`config.mk`:
```
export PLATFORM = sky130hd
export DESIGN_NAME = port_a_pin_control
export DESIGN_NICKNAME = d
export VERILOG_FILES = /design/src/port_a_pkg.sv /design/src/port_a_pin_control.sv /design/src/pin_sync.sv /design/src/cycle_clock_gen.sv
export SDC_FILE = /design/constraint.sdc
export NUM_CORES = 1
export LEC_CHECK = 0
export BUFFER_PORTS_ARGS = -buffer_cell sky130_fd_sc_hd__buf_2
export CAP_MARGIN = 10
export CELL_PAD_IN_SITES_DETAIL_PLACEMENT = 0
export CELL_PAD_IN_SITES_GLOBAL_PLACEMENT = 2
export CORE_ASPECT_RATIO = 0.75
export CORE_MARGIN = 2
export CORE_UTILIZATION = 30
export CTS_CLUSTER_DIAMETER = 100
export CTS_CLUSTER_SIZE = 30
export DETAILED_ROUTE_END_ITERATION = 7
export MAX_ROUTING_LAYER = met4
export PLACE_DENSITY = 0.8
export SETUP_SLACK_MARGIN = 0.3
export SYNTH_ARGS = -nofsm -noshare
export SYNTH_HDL_FRONTEND = slang
export SYNTH_HIERARCHICAL = 1
export SYNTH_SLANG_ARGS = --single-unit
```
`constraint.sdc`:
```
create_clock -name clock -period 2.4 [get_ports clock]
set_input_delay 0.12 -clock clock [delete_from_list [all_inputs] [get_ports clock]]
set_output_delay 0.12 -clock clock [all_outputs]
set_load 0.005 [all_outputs]
```
`src/port_a_pkg.sv`:
```
package port_a_pkg;

    // ****************************************************************
    // Register map
    // ****************************************************************
    localparam logic [11:0] OFF_PIN_LEVEL = 12'h000;
    localparam logic [11:0] OFF_LATCH = 12'h004;
    localparam logic [11:0] OFF_DIRECTION = 12'h008;
    localparam logic [11:0] OFF_STATUS = 12'h00C;

    // ****************************************************************
    // Reset values
    // ****************************************************************
    localparam logic [7:0] RST_LATCH = 8'h00;
    localparam logic [7:0] RST_DIRECTION = 8'hFF;

    // ****************************************************************
    // Pin positions
    // ****************************************************************
    localparam int PIN_REF_OUT = 2;
    localparam int PIN_CMP_ONE = 4;
    localparam int PIN_CMP_TWO = 5;
    localparam int PIN_CLK_OUT = 6;
    localparam int PIN_OSC_IN = 7;

    // ****************************************************************
    // Timing
    // ****************************************************************
    localparam int CYCLE_CLOCK_DIV = 4;
    localparam int CYCLE_HALF = CYCLE_CLOCK_DIV / 2;

    // ****************************************************************
    // Oscillator modes
    // ****************************************************************
    typedef enum logic [2:0]
    {
        OSC_CRYSTAL = 3'h0,
        OSC_RC_CLOCK_OUT = 3'h1,
        OSC_RC_WITH_IO = 3'h2,
        OSC_INTERNAL_CLOCK_OUT = 3'h3,
        OSC_INTERNAL_TWO_IO = 3'h4,
        OSC_EXTERNAL_CLOCK_OUT = 3'h5,
        OSC_EXTERNAL_CLOCK_WITH_IO = 3'h6
    } osc_mode_t;

    // APB access states.
    typedef enum logic [1:0]
    {
        BUS_IDLE = 2'b00,
        BUS_SETUP = 2'b01,
        BUS_ACCESS = 2'b11
    } bus_state_t;

    function automatic logic pin_six_free(input osc_mode_t m);
        pin_six_free = (m == OSC_RC_WITH_IO) || (m == OSC_INTERNAL_TWO_IO)
            || (m == OSC_EXTERNAL_CLOCK_WITH_IO);
    endfunction

    function automatic logic pin_six_clock(input osc_mode_t m);
        pin_six_clock = (m == OSC_RC_CLOCK_OUT) || (m == OSC_INTERNAL_CLOCK_OUT)
            || (m == OSC_EXTERNAL_CLOCK_OUT);
    endfunction

    function automatic logic pin_seven_free(input osc_mode_t m);
        pin_seven_free = (m == OSC_INTERNAL_CLOCK_OUT) || (m == OSC_INTERNAL_TWO_IO);
    endfunction

endpackage

```
`src/port_a_pin_control.sv`:
```
// Summary of operation
// Direction 0 drives the latch bit; analog selection leaves output alone.
// Direction 1 shows pin level, but analog-selected pins read zero; pin four ignores analog_select[4] and still reads its level.
// After reset pin four is a digital input.
// After reset pins zero to three and five are analog inputs.
// Routed comparator one result drives pin four over the latch.
// Routed comparator two result drives pin five over the latch.
// Reference output on pin two disables its driver and input.
// Any analog use of pin two disables its digital input.
// Pin six is general I/O only in the three I/O oscillator modes.
// Clock-out modes drive the quarter-rate cycle clock on pin six.
// Oscillator modes using pin seven disable its digital paths.
// Pins six and seven read zero in all registers when not I/O, except the pin six driver bit of the status register in clock-out modes.
// Latch register reads and writes the stored latch, not pins.
// Oscillator, clock-out and reference output ignore the direction bit.
// Pin-level reads give pins; writes update the latch.
// Direction bit 1 tristates the driver.
// Alternate function selections arrive as static control inputs.
// Pin reads pass a synchroniser before software sees them.
`timescale 1ns/1ps
`default_nettype none
module port_a_pin_control
    import port_a_pkg::*;
(
    input wire logic clock,
    input wire logic sys_rst,
    input wire logic psel,
    input wire logic penable,
    input wire logic pwrite,
    input wire logic [11:0] paddr,
    input wire logic [31:0] pwdata,
    input wire logic [3:0] pstrb,
    output logic [31:0] prdata,
    output logic pready,
    output logic pslverr,
    input wire logic [7:0] pin_in,
    output logic [7:0] pin_out,
    output logic [7:0] pin_oe,
    input wire logic [5:0] analog_select,
    input wire logic reference_low_select,
    input wire logic comparator_one_route,
    input wire logic comparator_two_route,
    input wire logic comparator_one_result,
    input wire logic comparator_two_result,
    input wire logic comparator_reference_output,
    input wire logic [2:0] osc_mode,
    output logic [7:0] timer_zero_clock_input
);

    logic [7:0] output_latch_r;
    logic [7:0] pin_direction_r;
    logic [7:0] pin_sampled;
    logic cycle_clock;
    logic [7:0] digital_in_en;
    logic [7:0] io_mask;
    logic pin_two_analog;
    logic [7:0] pin_level_view;
    logic [7:0] out_nxt;
    logic [7:0] oe_nxt;
    logic [7:0] pin_out_r;
    logic [7:0] pin_oe_r;
    logic [31:0] prdata_nxt;
    logic addr_hit;
    logic wr_en;
    osc_mode_t mode;
    bus_state_t bus_state;

    // static control inputs
    assign mode = osc_mode_t'(osc_mode);

    // ****************************************************************
    // Helper units
    // ****************************************************************
    // pin synchroniser
    pin_sync #(
        .WIDTH(8)
    ) u_sync (
        .clock(clock),
        .sys_rst(sys_rst),
        .pin_raw(pin_in),
        .pin_stable(pin_sampled)
    );

    cycle_clock_gen u_cycle (
        .clock(clock),
        .sys_rst(sys_rst),
        .cycle_clock(cycle_clock)
    );

    // ****************************************************************
    // Pin availability
    // ****************************************************************
    // oscillator pin gating
    always_comb
    begin
        io_mask = 8'hFF;
        io_mask[PIN_CLK_OUT] = pin_six_free(mode);
        io_mask[PIN_OSC_IN] = pin_seven_free(mode);
    end

    // analog uses of pin two
    assign pin_two_analog = analog_select[2] || reference_low_select
        || comparator_reference_output;

    // digital input enables
    always_comb
    begin
        digital_in_en = io_mask;
        digital_in_en[3:0] = digital_in_en[3:0] & ~analog_select[3:0];
        digital_in_en[5] = digital_in_en[5] & ~analog_select[5];
        // any analog use of pin two
        if (pin_two_analog)
        begin
            digital_in_en[PIN_REF_OUT] = 1'b0;
        end
    end

    // pin-level view
    assign pin_level_view = pin_sampled & digital_in_en;

    // ****************************************************************
    // Timer clock input
    // ****************************************************************
    // Timer clock input sees the synchronised pin four level.
    assign timer_zero_clock_input = {7'h00, pin_sampled[PIN_CMP_ONE]};

    // ****************************************************************
    // Pin drivers
    // ****************************************************************
    always_comb
    begin
        // latch drives by default
        out_nxt = output_latch_r;
        // comparator one override
        if (comparator_one_route && !pin_direction_r[PIN_CMP_ONE])
        begin
            out_nxt[PIN_CMP_ONE] = comparator_one_result;
        end
        // comparator two override
        if (comparator_two_route && !pin_direction_r[PIN_CMP_TWO])
        begin
            out_nxt[PIN_CMP_TWO] = comparator_two_result;
        end
        // cycle clock value
        if (pin_six_clock(mode))
        begin
            out_nxt[PIN_CLK_OUT] = cycle_clock;
        end
    end

    always_comb
    begin
        // direction zero drives
        oe_nxt = ~pin_direction_r & io_mask;
        // reference output kills driver
        if (comparator_reference_output)
        begin
            oe_nxt[PIN_REF_OUT] = 1'b0;
        end
        // cycle clock output
        if (pin_six_clock(mode))
        begin
            oe_nxt[PIN_CLK_OUT] = 1'b1;
        end
    end

    always_ff @(posedge clock or posedge sys_rst)
    begin
        if (sys_rst)
        begin
            pin_out_r <= 8'h00;
        end
        else
        begin
            pin_out_r <= out_nxt;
        end
    end

    always_ff @(posedge clock or posedge sys_rst)
    begin
        if (sys_rst)
        begin
            pin_oe_r <= 8'h00;
        end
        else
        begin
            pin_oe_r <= oe_nxt;
        end
    end

    assign pin_out = pin_out_r;
    assign pin_oe = pin_oe_r;

    // ****************************************************************
    // APB slave
    // ****************************************************************
    always_ff @(posedge clock or posedge sys_rst)
    begin
        if (sys_rst)
        begin
            bus_state <= BUS_IDLE;
        end
        else
        begin
            case (bus_state)
                BUS_IDLE:
                begin
                    if (psel && !penable)
                    begin
                        bus_state <= BUS_SETUP;
                    end
                end
                BUS_SETUP:
                begin
                    bus_state <= BUS_ACCESS;
                end
                default:
                begin
                    bus_state <= (psel && !penable) ? BUS_SETUP : BUS_IDLE;
                end
            endcase
        end
    end

    // ****************************************************************
    // Address decoding
    // ****************************************************************
    typedef enum logic [2:0]
    {
        SEL_NONE = 3'h0,
        SEL_PIN_LEVEL = 3'h1,
        SEL_LATCH = 3'h2,
        SEL_DIRECTION = 3'h3,
        SEL_STATUS = 3'h4
    } reg_sel_t;

    function automatic reg_sel_t decode_addr(input logic [11:0] a);
        reg_sel_t s;
        if (a == OFF_PIN_LEVEL)
        begin
            s = SEL_PIN_LEVEL;
        end
        else if (a == OFF_LATCH)
        begin
            s = SEL_LATCH;
        end
        else if (a == OFF_DIRECTION)
        begin
            s = SEL_DIRECTION;
        end
        else if (a == OFF_STATUS)
        begin
            s = SEL_STATUS;
        end
        else
        begin
            s = SEL_NONE;
        end
        return s;
    endfunction

    reg_sel_t reg_sel;

    assign reg_sel = decode_addr(paddr);

    // ****************************************************************
    // Handshake
    // ****************************************************************
    assign addr_hit = (reg_sel != SEL_NONE);
    assign pready = psel && penable;
    assign pslverr = psel && penable && !addr_hit;
    // Writes take effect once, at the access edge that follows a setup edge.
    assign wr_en = psel && penable && pwrite && pstrb[0] && (bus_state == BUS_SETUP);

    // ****************************************************************
    // Register writes
    // ****************************************************************
    // latch write path
    always_ff @(posedge clock or posedge sys_rst)
    begin
        if (sys_rst)
        begin
            output_latch_r <= RST_LATCH;
        end
        else if (wr_en && ((reg_sel == SEL_PIN_LEVEL) || (reg_sel == SEL_LATCH)))
        begin
            output_latch_r <= pwdata[7:0];
        end
    end

    // direction resets to inputs
    always_ff @(posedge clock or posedge sys_rst)
    begin
        if (sys_rst)
        begin
            pin_direction_r <= RST_DIRECTION;
        end
        else if (wr_en && (reg_sel == SEL_DIRECTION))
        begin
            pin_direction_r <= pwdata[7:0];
        end
    end

    // ****************************************************************
    // Register readback
    // ****************************************************************
    always_comb
    begin
        prdata_nxt = 32'h0000_0000;
        if (reg_sel == SEL_PIN_LEVEL)
        begin
            prdata_nxt[7:0] = pin_level_view;
        end
        // latch readback masked
        else if (reg_sel == SEL_LATCH)
        begin
            prdata_nxt[7:0] = output_latch_r & io_mask;
        end
        // direction readback masked
        else if (reg_sel == SEL_DIRECTION)
        begin
            prdata_nxt[7:0] = pin_direction_r & io_mask;
        end
        else if (reg_sel == SEL_STATUS)
        begin
            prdata_nxt[7:0] = digital_in_en;
            prdata_nxt[15:8] = pin_oe_r;
        end
    end

    // ****************************************************************
    // Read data register
    // ****************************************************************
    always_ff @(posedge clock or posedge sys_rst)
    begin
        if (sys_rst)
        begin
            prdata <= 32'h0000_0000;
        end
        else if (psel && !penable && !pwrite)
        begin
            prdata <= prdata_nxt;
        end
    end

endmodule
`default_nettype wire

```
`src/pin_sync.sv`:
```
`timescale 1ns/1ps
`default_nettype none
module pin_sync
    import port_a_pkg::*;
#(
    parameter int WIDTH = 8
)
(
    input wire logic clock,
    input wire logic sys_rst,
    input wire logic [WIDTH-1:0] pin_raw,
    output logic [WIDTH-1:0] pin_stable
);

    logic [WIDTH-1:0] stage1_r;
    logic [WIDTH-1:0] stage2_r;
    logic [WIDTH-1:0] stage3_r;

    // ****************************************************************
    // Three flops; a change counts once stages two and three agree
    // ****************************************************************
    always_ff @(posedge clock or posedge sys_rst)
    begin
        if (sys_rst)
        begin
            stage1_r <= '0;
            stage2_r <= '0;
            stage3_r <= '0;
        end
        else
        begin
            stage1_r <= pin_raw;
            stage2_r <= stage1_r;
            stage3_r <= stage2_r;
        end
    end

    always_ff @(posedge clock or posedge sys_rst)
    begin
        if (sys_rst)
        begin
            pin_stable <= '0;
        end
        else
        begin
            for (int i = 0; i < WIDTH; i++)
            begin
                if (stage2_r[i] == stage3_r[i])
                begin
                    pin_stable[i] <= stage3_r[i];
                end
            end
        end
    end

endmodule
`default_nettype wire

```
`src/cycle_clock_gen.sv`:
```
`timescale 1ns/1ps
`default_nettype none
module cycle_clock_gen
    import port_a_pkg::*;
(
    input wire logic clock,
    input wire logic sys_rst,
    output logic cycle_clock
);

    logic [1:0] count_r;

    // ****************************************************************
    // Divide the clock by four
    // ****************************************************************
    always_ff @(posedge clock or posedge sys_rst)
    begin
        if (sys_rst)
        begin
            count_r <= 2'h0;
            cycle_clock <= 1'b0;
        end
        else
        begin
            if (count_r == 2'(CYCLE_HALF - 1))
            begin
                count_r <= 2'h0;
                cycle_clock <= ~cycle_clock;
            end
            else
            begin
                count_r <= count_r + 2'h1;
            end
        end
    end

endmodule
`default_nettype wire

```
Yosys cells after proc, flatten, opt, wreduce, memory -nomap -nowiden:

Index checks and enable logic that the tools add are counted.

* bits in registers: 85
* input bits: 76
* output and inout bits: 58

* add/sub/neg operators: 1
* equal/unequal tests: 24
* mux-type cells: 21
* bitwise operators: 8
* reductions and logical operators: 27

Operators by type and width (count)
* $mux 8: 6
* $and 8x8->8: 4
* $eq 12x4->1 const B: 2
* $mux 16: 1
* $eq 12x3->1 const B: 1
* $eq 3x2->1 const B: 4
* $eq 3x3->1 const B: 4
* $logic_not 12->1: 1
* $mux 3: 4
* $logic_and 1x1->1: 11
* $eq 1x1->1: 8
* $logic_or 1x1->1: 8
* $not 8->8: 1
* $mux 1: 7
* $eq 3x1->1 const B: 2
* $logic_not 1->1: 5
* $eq 2x1->1 const B: 2
* $mux 2: 2
* $not 4->4: 1
* $pmux 2 s2: 1
* $reduce_bool 3->1: 1
* $add 2x1->2 const B: 1
* $logic_not 2->1: 1
* $ne 2x2->1 const B: 1
* $not 1->1: 2

Depth between registers and ports, before layout:

* word-level depth: 10
* gate-level depth with buffers: 6

By module:

Netlist, hierarchy kept.

Modules (own cells, without submodules)
* port_a_pin_control: instances 1, cells each 196, area an instance 2268.4 µm²
* pin_sync: instances 1, cells each 41, area an instance 894.6 µm²
* cycle_clock_gen: instances 1, cells each 8, area an instance 103.8 µm²

Worst setup path before layout:

Ideal clock, no wire load.

* path kind: reg2reg
* from: reg bus_state[1]
* to: reg output_latch_r[0]
* setup time: 125 ps
* data arrival time: 1627 ps
* slack: 648 ps
* cell stages (with the launch flop): 5
* path buffers: 0
* path through: dfrtp_1 nand2b_1 or4_4 nor3_4 mux2_2

* cells in the longest elaborated chain, start to end: 3

RTL lines
* start: declaration: RTL line port_a_pin_control.sv:66 `bus_state_t bus_state;`
* start signal: assignment: RTL line port_a_pin_control.sv:219 `bus_state <= (psel && !penable) ? BUS_SETUP : BUS_IDLE;`
* $eq 2x1->1: RTL line port_a_pin_control.sv:273 `assign wr_en = psel && penable && pwrite && pstrb[0] && (bus_state == BUS_SETUP);`
* $logic_and 1x1->1: RTL line port_a_pin_control.sv:273
* $logic_and 1x1->1: RTL line port_a_pin_control.sv:285 `else if (wr_en && ((reg_sel == SEL_PIN_LEVEL) || (reg_sel == SEL_LATCH)))`
* end signal: assignment: RTL line port_a_pin_control.sv:287 `output_latch_r <= pwdata[7:0];`
* end: declaration: RTL line port_a_pin_control.sv:50 `logic [7:0] output_latch_r;`

No other way between the ends.
A chain may end at the register's enable or synchronous reset.

Final worst setup path:

* from: in penable
* to: reg prdata[9]

* cells in the longest elaborated chain, start to end: 3

RTL lines
* start: declaration: RTL line port_a_pin_control.sv:28 `input wire logic penable,`
* $logic_not 1->1: RTL line port_a_pin_control.sv:340 `else if (psel && !penable && !pwrite)`
* $logic_and 1x1->1 (2 in series): RTL line port_a_pin_control.sv:340
* end signal: assignment: RTL line port_a_pin_control.sv:342 `prdata <= prdata_nxt;`
* end: declaration: RTL line port_a_pin_control.sv:33 `output logic [31:0] prdata,`

No other way between the ends.

==> results.cfg <==
[run_status]
outcome = completed

[power_and_ir_drop]
seqPwrFrac_pct = 51.3
swShare_pct = 22.6
clockPowerShare_pct = 41.9
finalPower_w = 0.00295
powerDensity_mw_per_mm2 = 712
p_leak_nw = 2.04
ir_drop_mv = 0.412
internal-power_w = 0.00228
p_comb_share_pct = 6.8
power.switching_w = 0.000666

[hold_path]
worstHoldPathCells = 2
hold_path_end = pin_oe[6]$_DFF_PP0_
min_from = osc_mode[0]
hp-class = primary input to flip-flop

[placed_design]
portBuffers = 82
place_inst = 460
post-dp-hpwl_um = 4910
routabilityCongestion = 0.803

[synthesis]
ys_warn_count = 6
synth_cell_types = 33
synth-seq-cells = 85
synth_edf_count = 0
synth_area_mm2 = 0.00327
ys_seq_area_share_pct = 65.4
synthArstFlopShare_pct = 100
postSynthCellCount = 245
synth_flop_cell = dfrtp_1
synth.avg_cell_area_um2 = 13.3

[sta]
setup_tns_ns = 0
setup_viol = 0
fin_skew_ns = 0.00402
tightest_slew_ns = 0.596
fin_crit_sh_pct = 81.8
relSlewSlack_pct = 60.0
finalHoldViolations = 0
fmax_ghz = 0.510
rsz0062_at_grt = false
timing.hold.ws_ns = 0.0277
drv_slew = 0
fin_crit_ns = 1.96

[grt]
grt_max_degree = 33
grt_pass1_vias = 2034
grt_antenna_before_repair = 0
grt.total_usage_pct = 12.4
grt_pass1_wl_um = 10600
grt.overflow.total = 0

[finish]
area_delta_synth_final_pct = 26.8
final_cell_mix = buf_2 (82), dfrtp_1 (77), conb_1 (23)
finalNonFillerCells = 487
antenna_cells = 0
layout_commonest_cell = buf_2
drive_above_1_share_pct = 41.9
multi_input_area_um2 = 971
fin_util_pct = 39.7
design.final.nets = 422
seqCellArea_mm2 = 0.00214
n_fill_cell = 1023

[floorplanning]
initial_utilization_pct = 31.3
core.rowCount = 32
die_x_um = 124
die_height_um = 94.4
core-area_mm2 = 0.0105
io_pins = 134
die_area_mm2 = 0.0117

[worst_setup_path]
path_class = primary input to flip-flop
cp_data_required_time_ns = 2.67
crit_chain = dlygate4sd3_1, buf_2, or3_1, nor4_4, a22o_1
rr_worst_depth = 5
endpoint_kind = flip-flop
critical_path.slowest_cell = nor4_4
slowest_delay_ns = 0.66
r2r-end = output_latch_r[6]$_DFFE_PP0P_
timing.rr.start = bus_state[1]$_DFFE_PP0P_
cp_top_family = simple AND/OR/NAND/NOR gates
ff2ff_setup_slack_ns = 0.55
path_buf_inv = 2
startpoint_type = primary input
crit_fanout = 11
cp.arrival_ns = 2.23

[drt]
vias = 2111
wire_per_inst_um = 13.7
drt.antenna.violating_nets = 0
wl_um = 6660
drc_errors = 0
viasPerCell = 4.33
dr.pass1.iters = 5
drt_iter0_drc = 73

[clock_tree]
holdBufCountCts = 11
post_cts_resized = 0
cts_sinks = 85
cts_setup_buffers = 0
clk_pin_slew_worst_paths_ns = 0.06
cts_buffer_depth = 2
clk_latency_ns = 0.34
cts_tree = yes
cts-root-buf = clkbuf_16
htree_levels = 3
cts_buffers = 9

[job]
max_cap_viol_count = 0
-- power by group through the flow --
stage	sequential [W]	combinational [W]	clock, W
6_report	0.00151	0.000200	0.00124
2_1_floorplan	0.00153	0.000135	0
3_5_place_dp	0.00154	0.000190	0
4_1_cts	0.00152	0.000204	0.00129
5_1_grt	0.00152	0.000228	0.00136
3_3_place_gp	0.00154	0.000186	0
-- stage by stage --
step / area [µm²] / setup WS (ns)
after CTS: 4140 / 0.432
after floorplan: 3350 / 0.648
after global routing: 4140 / 0.328
final: 4140 / 0.437
after global placement: 3760 / 0.527
after detailed placement: 3760 / 0.498
-- sequential cells by signal (all words and copies together) (netlist names) --
| signal | count |
|---|---|
| prdata | 16 |
| pin_out | 8 |
| pin_direction_r | 8 |
| pin_oe | 8 |
| output_latch_r | 8 |
| u_cycle/cycle_clock | 1 |
| u_sync/pin_stable | 8 |
| bus_state | 2 |
| u_sync/stage3_r | 8 |
| u_cycle/count_r | 2 |
| u_sync/stage1_r | 8 |
| u_sync/stage2_r | 8 |
-- worst max path at each step --
stage	slack [ns]	cells past startpoint	endpoint	from
final	0.44	5	prdata[9]$_DFFE_PP0P_	penable
after global routing	0.33	5	prdata[9]$_DFFE_PP0P_	penable
after CTS	0.43	5	prdata[9]$_DFFE_PP0P_	penable
after detailed placement	0.50	5	pin_direction_r[6]$_DFFE_PP1P_	paddr[5]
after global placement	0.53	5	pin_direction_r[3]$_DFFE_PP1P_	paddr[5]
after floorplan	0.65	4	output_latch_r[0]$_DFFE_PP0P_	bus_state[1]$_DFFE_PP0P_
-- synth_stat cells, types with 3 or more instances --
master    instances  area share (%)
o21ai_0          12             1.8
dfrtp_1          77              59
mux2_2           20             6.9
dfstp_2           8             6.4
nand2b_1          4            0.77
buf_4            23             5.3
inv_1            12             1.4
maj3_2            8             2.8
nor2_1            7            0.80
a21oi_1           6            0.92
clkbuf_1          5            0.57
a22o_1           13             3.5
or3b_2            4             1.1
nand2_1          19             2.2
nor4_1            3            0.57
-- cell families (layout without fill, tap and decap cells) --
| logic type | after synthesis | count (layout) | synth area share [%] |
|---|---|---|---|
| other | 1 | 23 | 0.115 |
| AND/OR/NAND/NOR | 48 | 48 | 8.50 |
| flip-flops | 85 | 85 | 65.4 |
| AO/OA/AOI/OAI | 40 | 40 | 8.35 |
| XOR/XNOR | 1 | 1 | 0.268 |
| adder cells (fa/ha/maj) | 8 | 8 | 2.76 |
| multiplexers | 21 | 21 | 7.20 |
| buffers and inverters | 41 | 125 | 7.39 |
-- cell type report --
cell class,instances,share of cell area (%)
Clock inverter,5,0.906
Sequential cell,85,51.6
Multi-Input combinational cell,141,23.4
Tap cell,136,4.11
Timing Repair Buffer,97,13.3
Clock buffer,11,5.62
Inverter,12,1.09
-- layer usage --
layer | track usage, % | routed length (µm) | up-vias
li1 | - | - | 1007
met1 | 15.0 | 3060 | 1019
met2 | 18.7 | 3050 | 78
met3 | 5.33 | 488 | 7
met4 | 4.78 | 64 | 0
met5 | - | 0 | -
No activity file was read; power rests on OpenSTA's default activity.
